File: src/pss_map.svh
`ifndef PSS_MAP_SVH
`define PSS_MAP_SVH
`define PSS_NPTS 16
`define PSS_NLOOPS 8
`define PSS_NFAST 4
`define PSS_WDOG_MS 200
`define PSS_CLK_MHZ 200
`define PSS_WDOG_CYC (`PSS_WDOG_MS * 1000 * `PSS_CLK_MHZ)
`define PSS_ERR_TIMEOUT 16'h0003
`define PSS_FILT_CYC 16'h0010
`define PSS_ADDR_CTRL 8'h00
`define PSS_ADDR_STAT 8'h04
`define PSS_ADDR_WDOG 8'h08
`define PSS_ADDR_SCUR 8'h0C
`define PSS_ADDR_SMIN 8'h10
`define PSS_ADDR_SMAX 8'h14
`define PSS_ADDR_ERR 8'h18
`define PSS_ADDR_OVEN 8'h1C
`define PSS_ADDR_LOOPEN 8'h20
`define PSS_ADDR_LOOPIV 8'h24
`define PSS_ADDR_RTC 8'h28
`define PSS_ADDR_FILT 8'h2C
`define PSS_CTRL_RUN 0
`define PSS_STAT_FATAL 1
`endif

File: src/pss_pkg.sv
package pss_pkg;
    typedef enum logic [3:0] {
        SEG_INPUT = 4'b0000,
        SEG_PERIPH = 4'b0001,
        SEG_BUS = 4'b0010,
        SEG_CLOCK = 4'b0011,
        SEG_SOLVE = 4'b0100,
        SEG_LOOP = 4'b0101,
        SEG_OUTPUT = 4'b0110,
        SEG_SPEC = 4'b0111,
        SEG_DIAG = 4'b1000
    } pss_seg_t;
    typedef enum logic [1:0] {
        PT_IN = 2'b00,
        PT_OUT = 2'b01,
        PT_OTHER = 2'b10
    } pss_pt_class_t;
endpackage

File: src/pss_scan_seq.sv
`timescale 1ns/1ps
`include "pss_map.svh"
module pss_scan_seq
    import pss_pkg::*;
#(
    parameter int WDOG_CYC = `PSS_WDOG_CYC
)
(
    input wire logic i_clk,
    input wire logic i_sys_rst,
    input wire logic [7:0] i_addr,
    input wire logic [31:0] i_wdata,
    input wire logic i_wr,
    input wire logic i_rd,
    output logic [31:0] o_rdata,
    input wire logic [15:0] i_in_pins,
    output logic [15:0] o_out_pins,
    input wire logic i_frc_req,
    input wire logic [1:0] i_frc_class,
    input wire logic [3:0] i_frc_pt,
    input wire logic i_frc_val,
    input wire logic i_prog_done,
    input wire logic i_prog_wr,
    input wire logic [1:0] i_prog_class,
    input wire logic [3:0] i_prog_pt,
    input wire logic i_prog_val,
    input wire logic i_imm_out,
    input wire logic [3:0] i_imm_pt,
    input wire logic [3:0] i_imm_in_pt,
    output logic o_imm_in_val,
    input wire logic [3:0] i_in_pt,
    output logic o_in_val,
    input wire logic i_bus_req,
    input wire logic i_bus_local,
    output logic o_bus_grant,
    output logic o_spec_strobe,
    output logic [15:0] o_spec_data,
    output logic o_clk_refresh,
    output logic o_fatal_err,
    output logic [3:0] o_segment,
    output logic [7:0] o_loop_run,
    output logic o_solve_en
);
    typedef struct packed {
        pss_seg_t seg;
        logic run;
        logic fatal;
        logic [15:0] err;
        logic [15:0] in_img;
        logic [15:0] out_img;
        logic [15:0] oth_img;
        logic [15:0] pins;
        logic [47:0] ov_en;
        logic [47:0] ov_held;
        logic [15:0] frc_mask;
        logic [31:0] wdog_lim;
        logic [31:0] solve_cnt;
        logic [31:0] scan_cnt;
        logic [31:0] scur;
        logic [31:0] smin;
        logic [31:0] smax;
        logic [31:0] rtc;
        logic [7:0] loop_en;
        logic [7:0] loop_iv;
        logic [15:0] filt;
        logic [3:0] fast_byp;
        logic loop_started;
        logic spec;
        logic clkr;
        logic [31:0] rdata;
    } pss_state_t;
    pss_state_t st_q, st_d;
    logic [15:0] filt_in;
    logic loop_busy;
    logic [7:0] loop_run;
    logic [1:0] in_sync0_q [16];
    logic [15:0] live_q1, live_q2;

    function automatic logic [5:0] pt_idx(input logic [1:0] cls, input logic [3:0] pt);
        pt_idx = {cls, pt};
    endfunction

    genvar g;
    generate
        for (g = 0; g < 16; g++) begin : g_in
            pss_in_filter u_filt (
                .i_clk(i_clk),
                .i_sys_rst(i_sys_rst),
                .i_raw(i_in_pins[g]),
                .i_bypass(g < `PSS_NFAST ? st_q.fast_byp[g % 4] : 1'b0),
                .i_len(st_q.filt),
                .o_val(filt_in[g])
            );
        end
    endgenerate

    // separate two-stage sync for the immediate-read live path
    always_ff @(posedge i_clk or posedge i_sys_rst) begin
        if (i_sys_rst) begin
            live_q1 <= 16'h0000;
            live_q2 <= 16'h0000;
        end else begin
            live_q1 <= i_in_pins;
            live_q2 <= live_q1;
        end
    end

    pss_loop_sched u_loops (
        .i_clk(i_clk),
        .i_sys_rst(i_sys_rst),
        .i_start(st_q.seg == SEG_LOOP && !st_q.loop_started),
        .i_loop_en(st_q.loop_en),
        .i_interval(st_q.loop_iv),
        .o_busy(loop_busy),
        .o_loop_run(loop_run)
    );

    always_comb begin
        st_d = st_q;
        st_d.spec = 1'b0;
        st_d.clkr = 1'b0;
        st_d.rdata = 32'h0000_0000;
        st_d.scan_cnt = st_q.scan_cnt + 32'h0000_0001;
        // register writes
        if (i_wr) begin
            case (i_addr)
                `PSS_ADDR_CTRL: begin
                    st_d.run = i_wdata[`PSS_CTRL_RUN] & ~st_q.fatal;
                    if (i_wdata[`PSS_STAT_FATAL]) begin
                        st_d.fatal = 1'b0;
                    end
                end
                `PSS_ADDR_WDOG: st_d.wdog_lim = i_wdata;
                `PSS_ADDR_ERR: st_d.err = 16'h0000;
                `PSS_ADDR_OVEN: begin
                    st_d.ov_en[i_wdata[21:16]] = i_wdata[0];
                    st_d.ov_held[i_wdata[21:16]] = i_wdata[0] ? st_q.ov_held[i_wdata[21:16]] : 1'b0;
                end
                `PSS_ADDR_LOOPEN: st_d.loop_en = i_wdata[7:0];
                `PSS_ADDR_LOOPIV: st_d.loop_iv = i_wdata[7:0];
                `PSS_ADDR_RTC: st_d.rtc = i_wdata;
                `PSS_ADDR_FILT: begin
                    st_d.filt = i_wdata[15:0];
                    st_d.fast_byp = i_wdata[19:16];
                end
                default: ;
            endcase
        end
        if (i_rd) begin
            case (i_addr)
                `PSS_ADDR_CTRL: st_d.rdata = {31'h0000_0000, st_q.run};
                `PSS_ADDR_STAT: st_d.rdata = {23'h00_0000, st_q.seg, 3'h0, st_q.fatal, st_q.run};
                `PSS_ADDR_WDOG: st_d.rdata = st_q.wdog_lim;
                `PSS_ADDR_SCUR: st_d.rdata = st_q.scur;
                `PSS_ADDR_SMIN: st_d.rdata = st_q.smin;
                `PSS_ADDR_SMAX: st_d.rdata = st_q.smax;
                `PSS_ADDR_ERR: st_d.rdata = {16'h0000, st_q.err};
                `PSS_ADDR_LOOPEN: st_d.rdata = {24'h00_0000, st_q.loop_en};
                `PSS_ADDR_LOOPIV: st_d.rdata = {24'h00_0000, st_q.loop_iv};
                `PSS_ADDR_RTC: st_d.rdata = st_q.rtc;
                `PSS_ADDR_FILT: st_d.rdata = {12'h000, st_q.fast_byp, st_q.filt};
                default: st_d.rdata = 32'h0000_0000;
            endcase
        end
        // peripheral forcing may arrive at any time; logged into image
        if (i_frc_req) begin
            case (i_frc_class)
                PT_IN: st_d.in_img[i_frc_pt] = i_frc_val;
                PT_OUT: st_d.out_img[i_frc_pt] = i_frc_val;
                default: st_d.oth_img[i_frc_pt] = i_frc_val;
            endcase
            st_d.frc_mask[i_frc_pt] = 1'b1;
        end
        case (st_q.seg)
            SEG_INPUT: begin
                for (int k = 0; k < 16; k++) begin
                    if (!st_q.ov_en[pt_idx(PT_IN, 4'(k))]) begin
                        st_d.in_img[k] = filt_in[k];
                    end
                end
                st_d.seg = SEG_PERIPH;
            end
            SEG_PERIPH: begin
                st_d.frc_mask = 16'h0000;
                st_d.seg = SEG_BUS;
            end
            SEG_BUS: begin
                if (!i_bus_req) begin
                    st_d.seg = SEG_CLOCK;
                end
            end
            SEG_CLOCK: begin
                st_d.rtc = st_q.rtc + 32'h0000_0001;
                st_d.clkr = 1'b1;
                st_d.solve_cnt = 32'h0000_0000;
                st_d.seg = st_q.run ? SEG_SOLVE : SEG_OUTPUT;
            end
            SEG_SOLVE: begin
                st_d.solve_cnt = st_q.solve_cnt + 32'h0000_0001;
                if (i_prog_wr && !st_q.ov_en[pt_idx(i_prog_class, i_prog_pt)]) begin
                    if (i_prog_class == PT_OUT) begin
                        st_d.out_img[i_prog_pt] = i_prog_val;
                    end else if (i_prog_class != PT_IN) begin
                        st_d.oth_img[i_prog_pt] = i_prog_val;
                    end
                end
                if (i_imm_out && st_q.run) begin
                    st_d.pins[i_imm_pt] = st_q.out_img[i_imm_pt];
                end
                if (st_q.solve_cnt >= st_q.wdog_lim) begin
                    st_d.fatal = 1'b1;
                    st_d.run = 1'b0;
                    st_d.err = `PSS_ERR_TIMEOUT;
                    st_d.pins = 16'h0000;
                    st_d.seg = SEG_LOOP;
                end else if (i_prog_done) begin
                    st_d.seg = SEG_LOOP;
                end
            end
            SEG_LOOP: begin
                st_d.loop_started = 1'b1;
                if (st_q.loop_started && !loop_busy) begin
                    st_d.loop_started = 1'b0;
                    st_d.seg = SEG_OUTPUT;
                end
            end
            SEG_OUTPUT: begin
                st_d.pins = st_q.run ? st_q.out_img : 16'h0000;
                st_d.seg = SEG_SPEC;
            end
            SEG_SPEC: begin
                st_d.spec = st_q.run;
                st_d.seg = SEG_DIAG;
            end
            SEG_DIAG: begin
                st_d.scur = st_q.scan_cnt;
                st_d.scan_cnt = 32'h0000_0000;
                if (st_q.scan_cnt < st_q.smin || st_q.smin == 32'h0000_0000) begin
                    st_d.smin = st_q.scan_cnt;
                end
                if (st_q.scan_cnt > st_q.smax) begin
                    st_d.smax = st_q.scan_cnt;
                end
                if (st_q.fatal) begin
                    st_d.run = 1'b0;
                    st_d.pins = 16'h0000;
                end
                st_d.seg = SEG_INPUT;
            end
            default: st_d.seg = SEG_INPUT;
        endcase
        if (!st_q.run) begin
            st_d.pins = 16'h0000;
        end
    end

    always_ff @(posedge i_clk or posedge i_sys_rst) begin
        if (i_sys_rst) begin
            st_q <= '0;
            st_q.wdog_lim <= 32'(WDOG_CYC);
            st_q.filt <= `PSS_FILT_CYC;
        end else begin
            st_q <= st_d;
        end
    end

    assign o_rdata = st_q.rdata;
    assign o_out_pins = st_q.pins;
    assign o_imm_in_val = live_q2[i_imm_in_pt];
    assign o_in_val = st_q.in_img[i_in_pt];
    assign o_bus_grant = st_q.seg == SEG_BUS && i_bus_req && i_bus_local;
    assign o_spec_strobe = st_q.spec;
    assign o_spec_data = st_q.pins;
    assign o_clk_refresh = st_q.clkr;
    assign o_fatal_err = st_q.fatal;
    assign o_segment = st_q.seg;
    assign o_loop_run = loop_run;
    assign o_solve_en = st_q.seg == SEG_SOLVE;
endmodule // pss_scan_seq

File: src/pss_in_filter.sv
`timescale 1ns/1ps
`include "pss_map.svh"
module pss_in_filter
    import pss_pkg::*;
(
    input wire logic i_clk,
    input wire logic i_sys_rst,
    input wire logic i_raw,
    input wire logic i_bypass,
    input wire logic [15:0] i_len,
    output logic o_val
);
    typedef struct packed {
        logic s1;
        logic s2;
        logic val;
        logic [15:0] cnt;
    } pss_filt_t;
    pss_filt_t st_q, st_d;
    always_comb begin
        st_d = st_q;
        st_d.s1 = i_raw;
        st_d.s2 = st_q.s1;
        if (i_bypass || i_len == 16'h0000) begin
            st_d.val = st_q.s2;
            st_d.cnt = 16'h0000;
        end else if (st_q.s2 == st_q.val) begin
            st_d.cnt = 16'h0000;
        end else if (st_q.cnt >= i_len - 16'h0001) begin
            st_d.val = st_q.s2;
            st_d.cnt = 16'h0000;
        end else begin
            st_d.cnt = st_q.cnt + 16'h0001;
        end
    end
    always_ff @(posedge i_clk or posedge i_sys_rst) begin
        if (i_sys_rst) begin
            st_q <= '0;
        end else begin
            st_q <= st_d;
        end
    end
    assign o_val = st_q.val;
endmodule // pss_in_filter

File: src/pss_loop_sched.sv
`timescale 1ns/1ps
`include "pss_map.svh"
module pss_loop_sched
    import pss_pkg::*;
(
    input wire logic i_clk,
    input wire logic i_sys_rst,
    input wire logic i_start,
    input wire logic [7:0] i_loop_en,
    input wire logic [7:0] i_interval,
    output logic o_busy,
    output logic [7:0] o_loop_run
);
    // one step per loop; each loop keeps its own down-counter in scans
    typedef struct packed {
        logic busy;
        logic [2:0] idx;
        logic [7:0] run;
        logic [63:0] cnt;
    } pss_sched_t;
    pss_sched_t st_q, st_d;
    logic [7:0] c;
    always_comb begin
        st_d = st_q;
        c = 8'h00;
        if (i_start && !st_q.busy) begin
            st_d.busy = 1'b1;
            st_d.idx = 3'h0;
            st_d.run = 8'h00;
        end else if (st_q.busy) begin
            c = st_q.cnt[st_q.idx*8 +: 8];
            if (i_loop_en[st_q.idx]) begin
                if (c == 8'h00) begin
                    st_d.run[st_q.idx] = 1'b1;
                    st_d.cnt[st_q.idx*8 +: 8] = i_interval;
                end else begin
                    st_d.cnt[st_q.idx*8 +: 8] = c - 8'h01;
                end
            end
            if (st_q.idx == 3'h7) begin
                st_d.busy = 1'b0;
            end
            st_d.idx = st_q.idx + 3'h1;
        end
    end
    always_ff @(posedge i_clk or posedge i_sys_rst) begin
        if (i_sys_rst) begin
            st_q <= '0;
        end else begin
            st_q <= st_d;
        end
    end
    assign o_busy = st_q.busy;
    assign o_loop_run = st_q.run;
endmodule // pss_loop_sched

File: config.mk
export PLATFORM = sky130hd
export DESIGN_NAME = pss_scan_seq
export DESIGN_NICKNAME = d
export VERILOG_FILES = /design/src/pss_pkg.sv /design/src/pss_scan_seq.sv /design/src/pss_in_filter.sv /design/src/pss_loop_sched.sv
export VERILOG_INCLUDE_DIRS = /design/src
export SDC_FILE = /design/constraint.sdc
export NUM_CORES = 2
export LEC_CHECK = 0
export BUFFER_PORTS_ARGS = -buffer_cell sky130_fd_sc_hd__buf_4
export CAP_MARGIN = 20
export CORE_MARGIN = 2
export CORE_UTILIZATION = 26
export CTS_CLUSTER_DIAMETER = 60
export DETAILED_ROUTE_END_ITERATION = 8
export PLACE_DENSITY = 0.36
export SLEW_MARGIN = 20
export SYNTH_ARGS = -nofsm -noshare
export SYNTH_HDL_FRONTEND = slang
export SYNTH_SLANG_ARGS = --single-unit
File: constraint.sdc
create_clock -name i_clk -period 31.7 [get_ports i_clk]
set_input_delay 7.925 -clock i_clk [delete_from_list [all_inputs] [get_ports i_clk]]
set_output_delay 7.925 -clock i_clk [all_outputs]
set_load 0.01 [all_outputs]
==> metrics.txt <==
register bit total from synthesis a little under 800; CTS tree done; Hold Fails Final Rpt 0; overall die width roughly 420 um; Final ANT Viol Nets 0; worst hold endpoint live_q2[2]$_DFF_PP0_; Die Y roughly 420 um; Yosys cell types 76; Area Overhead vs Synth 16.9%; Area after DPL ~0.048 mm^2; WP data required ~24 ns; commonest non-fill, non-tap cell in the layout dfrtp_1; final worst slack roughly 14 ns; DRC violations left 0; full die area about 0.17 mm^2; number of antenna violations at the first check in global routing 11; final worst path period share between 50% and 60%; Hold Crit Depth 0; Max Clk Rate between 50 and 60 MHz; actual slew at the worst max-slew pin about 1.1 ns; hpwl dp 102 mm; I/O Buffers 174; Synth Flop Type dfrtp_1; CP max-delay cell mux4_2; DRT iter0 DRCs 2166; 1st-pass router iterations 5; Ports about 180; CP max FO 4; DR vias approximately 33000; Worst slew margin between 20% and 30%; CORE AREA between 0.15 and 0.2 mm^2; CTS root buf clkbuf_16; clk_skew between 0.05 and 0.06 ns; layout net count about 5000; pre-CTS setup slack about 14 ns; Slew Limit Fails 0; clk slew on worst S/H paths about 0.050 ns; Crit path buffers/inverters 2; hold buffer count at CTS 0; hold_ws 0.345 ns; final WL ~150 mm; setup TNS 0 ns; Row Count 151; Filler Cell Count 17546; crit end category primary output; maximum vdd drop roughly 0.042 mV; crit start category input port; final setup vio count 0; commonest non-fill, non-tap cells in the layout 768 x dfrtp_1, 522 x nor2_1, 387 x nand2_1; Crit path max-delay family multiplexers; FF-to-FF End g_in[15].u_filt.st_q[13]$_DFF_PP0_; max cap viols 0; Hold Crit Class reg2reg; sequential share of the synthesized area 44.0%; yosys warns 0; Worst Path Class, Setup in2out; mux cell area share after synthesis 8.35%; Remaining Overflow, GRT 0; Overall Global Routing Usage 17.1%; first-pass GRT wire length 224 mm; drt via density a little under 5; largest net degree at the start of global routing 140; critical path arrival ~9.3 ns; H-tree depth 3; RSZ-0062 raised after global routing false; critical path cell sequence buf_4 -> mux4_2 -> mux4_2 -> buf_4; post-synthesis area per instance 10.1 um^2; Synth Net Count approximately 4800; clk_lat worst skew between 0.7 and 0.8 ns; slowest stage delay, CP between 0.5 and 0.6 ns; Async SR Flop Fraction 100%; layout cells sized above 1 between 15 and 20%; Final Instance Area ~0.052 mm^2; worst flop-to-flop path startpoint st_q[47]$_DFFE_PP0P_; pwr dens about 67 mW/mm^2; xor-xnor portion of the synthesized cell area under 10%; CTS resizes 0; Lkg Pwr 0.0233 uW; worst reg-to-reg setup slack around 27 ns; Simple-Gate Fraction of Synth Area between 10% and 20%; vias in the first global route about 34000; number of flops mapped to enable cells by yosys 0; total CTS buffers 114; min-delay src live_q1[2]$_DFF_PP0_; Post-CTS Setup Inserts 0; Max Buffers Root-to-Sink 3; synthesized cell area between 0.04 and 0.05 mm^2; Synth Area in Compound Gates 11.4%; WL per Instance ~22 um; Cells after Synth roughly 4400; GPL Wtd Cong around 0.8; status finished clean; clock period minus worst slack about 17 ns; clk sink count ~800; Synth Area in Adders between 9 and 10%; initial cell density of the core roughly a quarter; largest family of logic cells by synthesized area simple AND/OR/NAND/NOR gates; R2R cell count 13
how the worst max path moves through the flow:
stage,start,end,slack (ns),cells after the start
floorplan,i_sys_rst,g_in[0].u_filt.o_val$_DFFE_PP0P_,1.98,1
CTS,i_imm_in_pt[0],o_imm_in_val,14.47,4
finish,i_imm_in_pt[0],o_imm_in_val,14.49,4
global placement,i_imm_in_pt[0],o_imm_in_val,14.48,4
detailed placement,i_imm_in_pt[0],o_imm_in_val,14.47,4
global route,i_imm_in_pt[0],o_imm_in_val,14.47,4
Yosys cell counts, types with 13 or more instances:
cell,instances,area share [%]
o31ai_1,18,0.31
a22oi_1,61,1.0
a21o_1,58,0.99
nand3_1,211,2.4
a211oi_1,28,0.48
o211ai_1,34,0.58
a31oi_1,44,0.62
or3_1,13,0.18
and2_1,31,0.44
inv_1,148,1.3
mux2_2,220,5.6
nand4_1,62,0.88
o21ai_0,156,1.8
dfrtp_1,768,44
nor2b_1,28,0.40
mux2i_1,60,1.4
o221ai_1,13,0.26
buf_4,86,1.5
xor2_1,170,3.4
o21a_1,19,0.32
o31a_1,19,0.38
mux4_2,27,1.4
nand3b_1,14,0.24
nand2b_1,25,0.35
a222oi_1,31,0.70
nor3_1,34,0.39
ha_1,345,9.8
nor4_1,26,0.37
and4_1,24,0.48
nor2_1,527,4.5
clkbuf_1,116,0.99
xnor2_1,143,2.8
nand2_1,387,3.3
and3_1,73,1.0
a21oi_1,150,1.7
metrics by stage:
stage          total power, uW  utilization (%)  instances
2_1_floorplan             1800                -       4382
3_3_place_gp              2160             28.2       6592
3_5_place_dp              2160             28.2       6593
4_1_cts                   3530             30.5       6802
5_1_grt                   3680             30.5       6805
6_report                  3460             30.5       6806
layer usage:
layer	vias up	track usage, %	share of wire [%]
met2	608	28.2	47
met5	-	0	0
met1	16283	22.4	45
met3	222	2.64	3.9
met4	0	6.19	3.6
li1	15811	-	-
flip-flops by register name, summed over array words and instances (netlist names), 4 cells and up:
signal              count
live_q2                16
g_in.u_filt.o_val      16
live_q1                16
u_loops.st_q           67
u_loops.o_loop_run      8
o_out_pins             16
o_rdata                32
st_q                  342
g_in.u_filt.st_q      256
o_segment               4
final cells by class:
class	count	area, um^2	area share [%]
inverter	149	567	1.10
sequential	777	19500	37.7
clock inverter	61	817	1.58
clock buffer	148	3140	6.09
timing repair buffer	229	1760	3.42
multi-input combinational	3221	23100	44.7
antenna	3	7.51	0.0145
tap	2218	2780	5.38
cell families after synthesis:
group                    after synthesis
AO/OA/AOI/OAI                        740
XOR/XNOR                             313
adder cells (fa/ha/maj)              346
buffers and inverters                384
flip-flops                           777
multiplexers                         307
AND/OR/NAND/NOR                     1515
report_power, final:
group	total [uW]	internal (uW)	switching, uW	leakage, uW
registers	1240	1100	148	0.0104
clock network	1340	821	517	0.00191
logic	879	312	567	0.0109
worst register-to-register path, cell delays in order (launching register included):
cell and delay [ns]:
dfrtp_1 0.54, or4_1 0.67, nor4_1 0.30, nand2b_1 0.14, nor3_1 0.27, xnor2_2 0.30, buf_4 0.35, ha_1 0.35
and4_1 0.23, o2111ai_1 0.12, or4_1 0.52, and4_1 0.28, nand2_1 0.45, nor2_1 0.12
No activity file was read; power rests on OpenSTA's default activity.
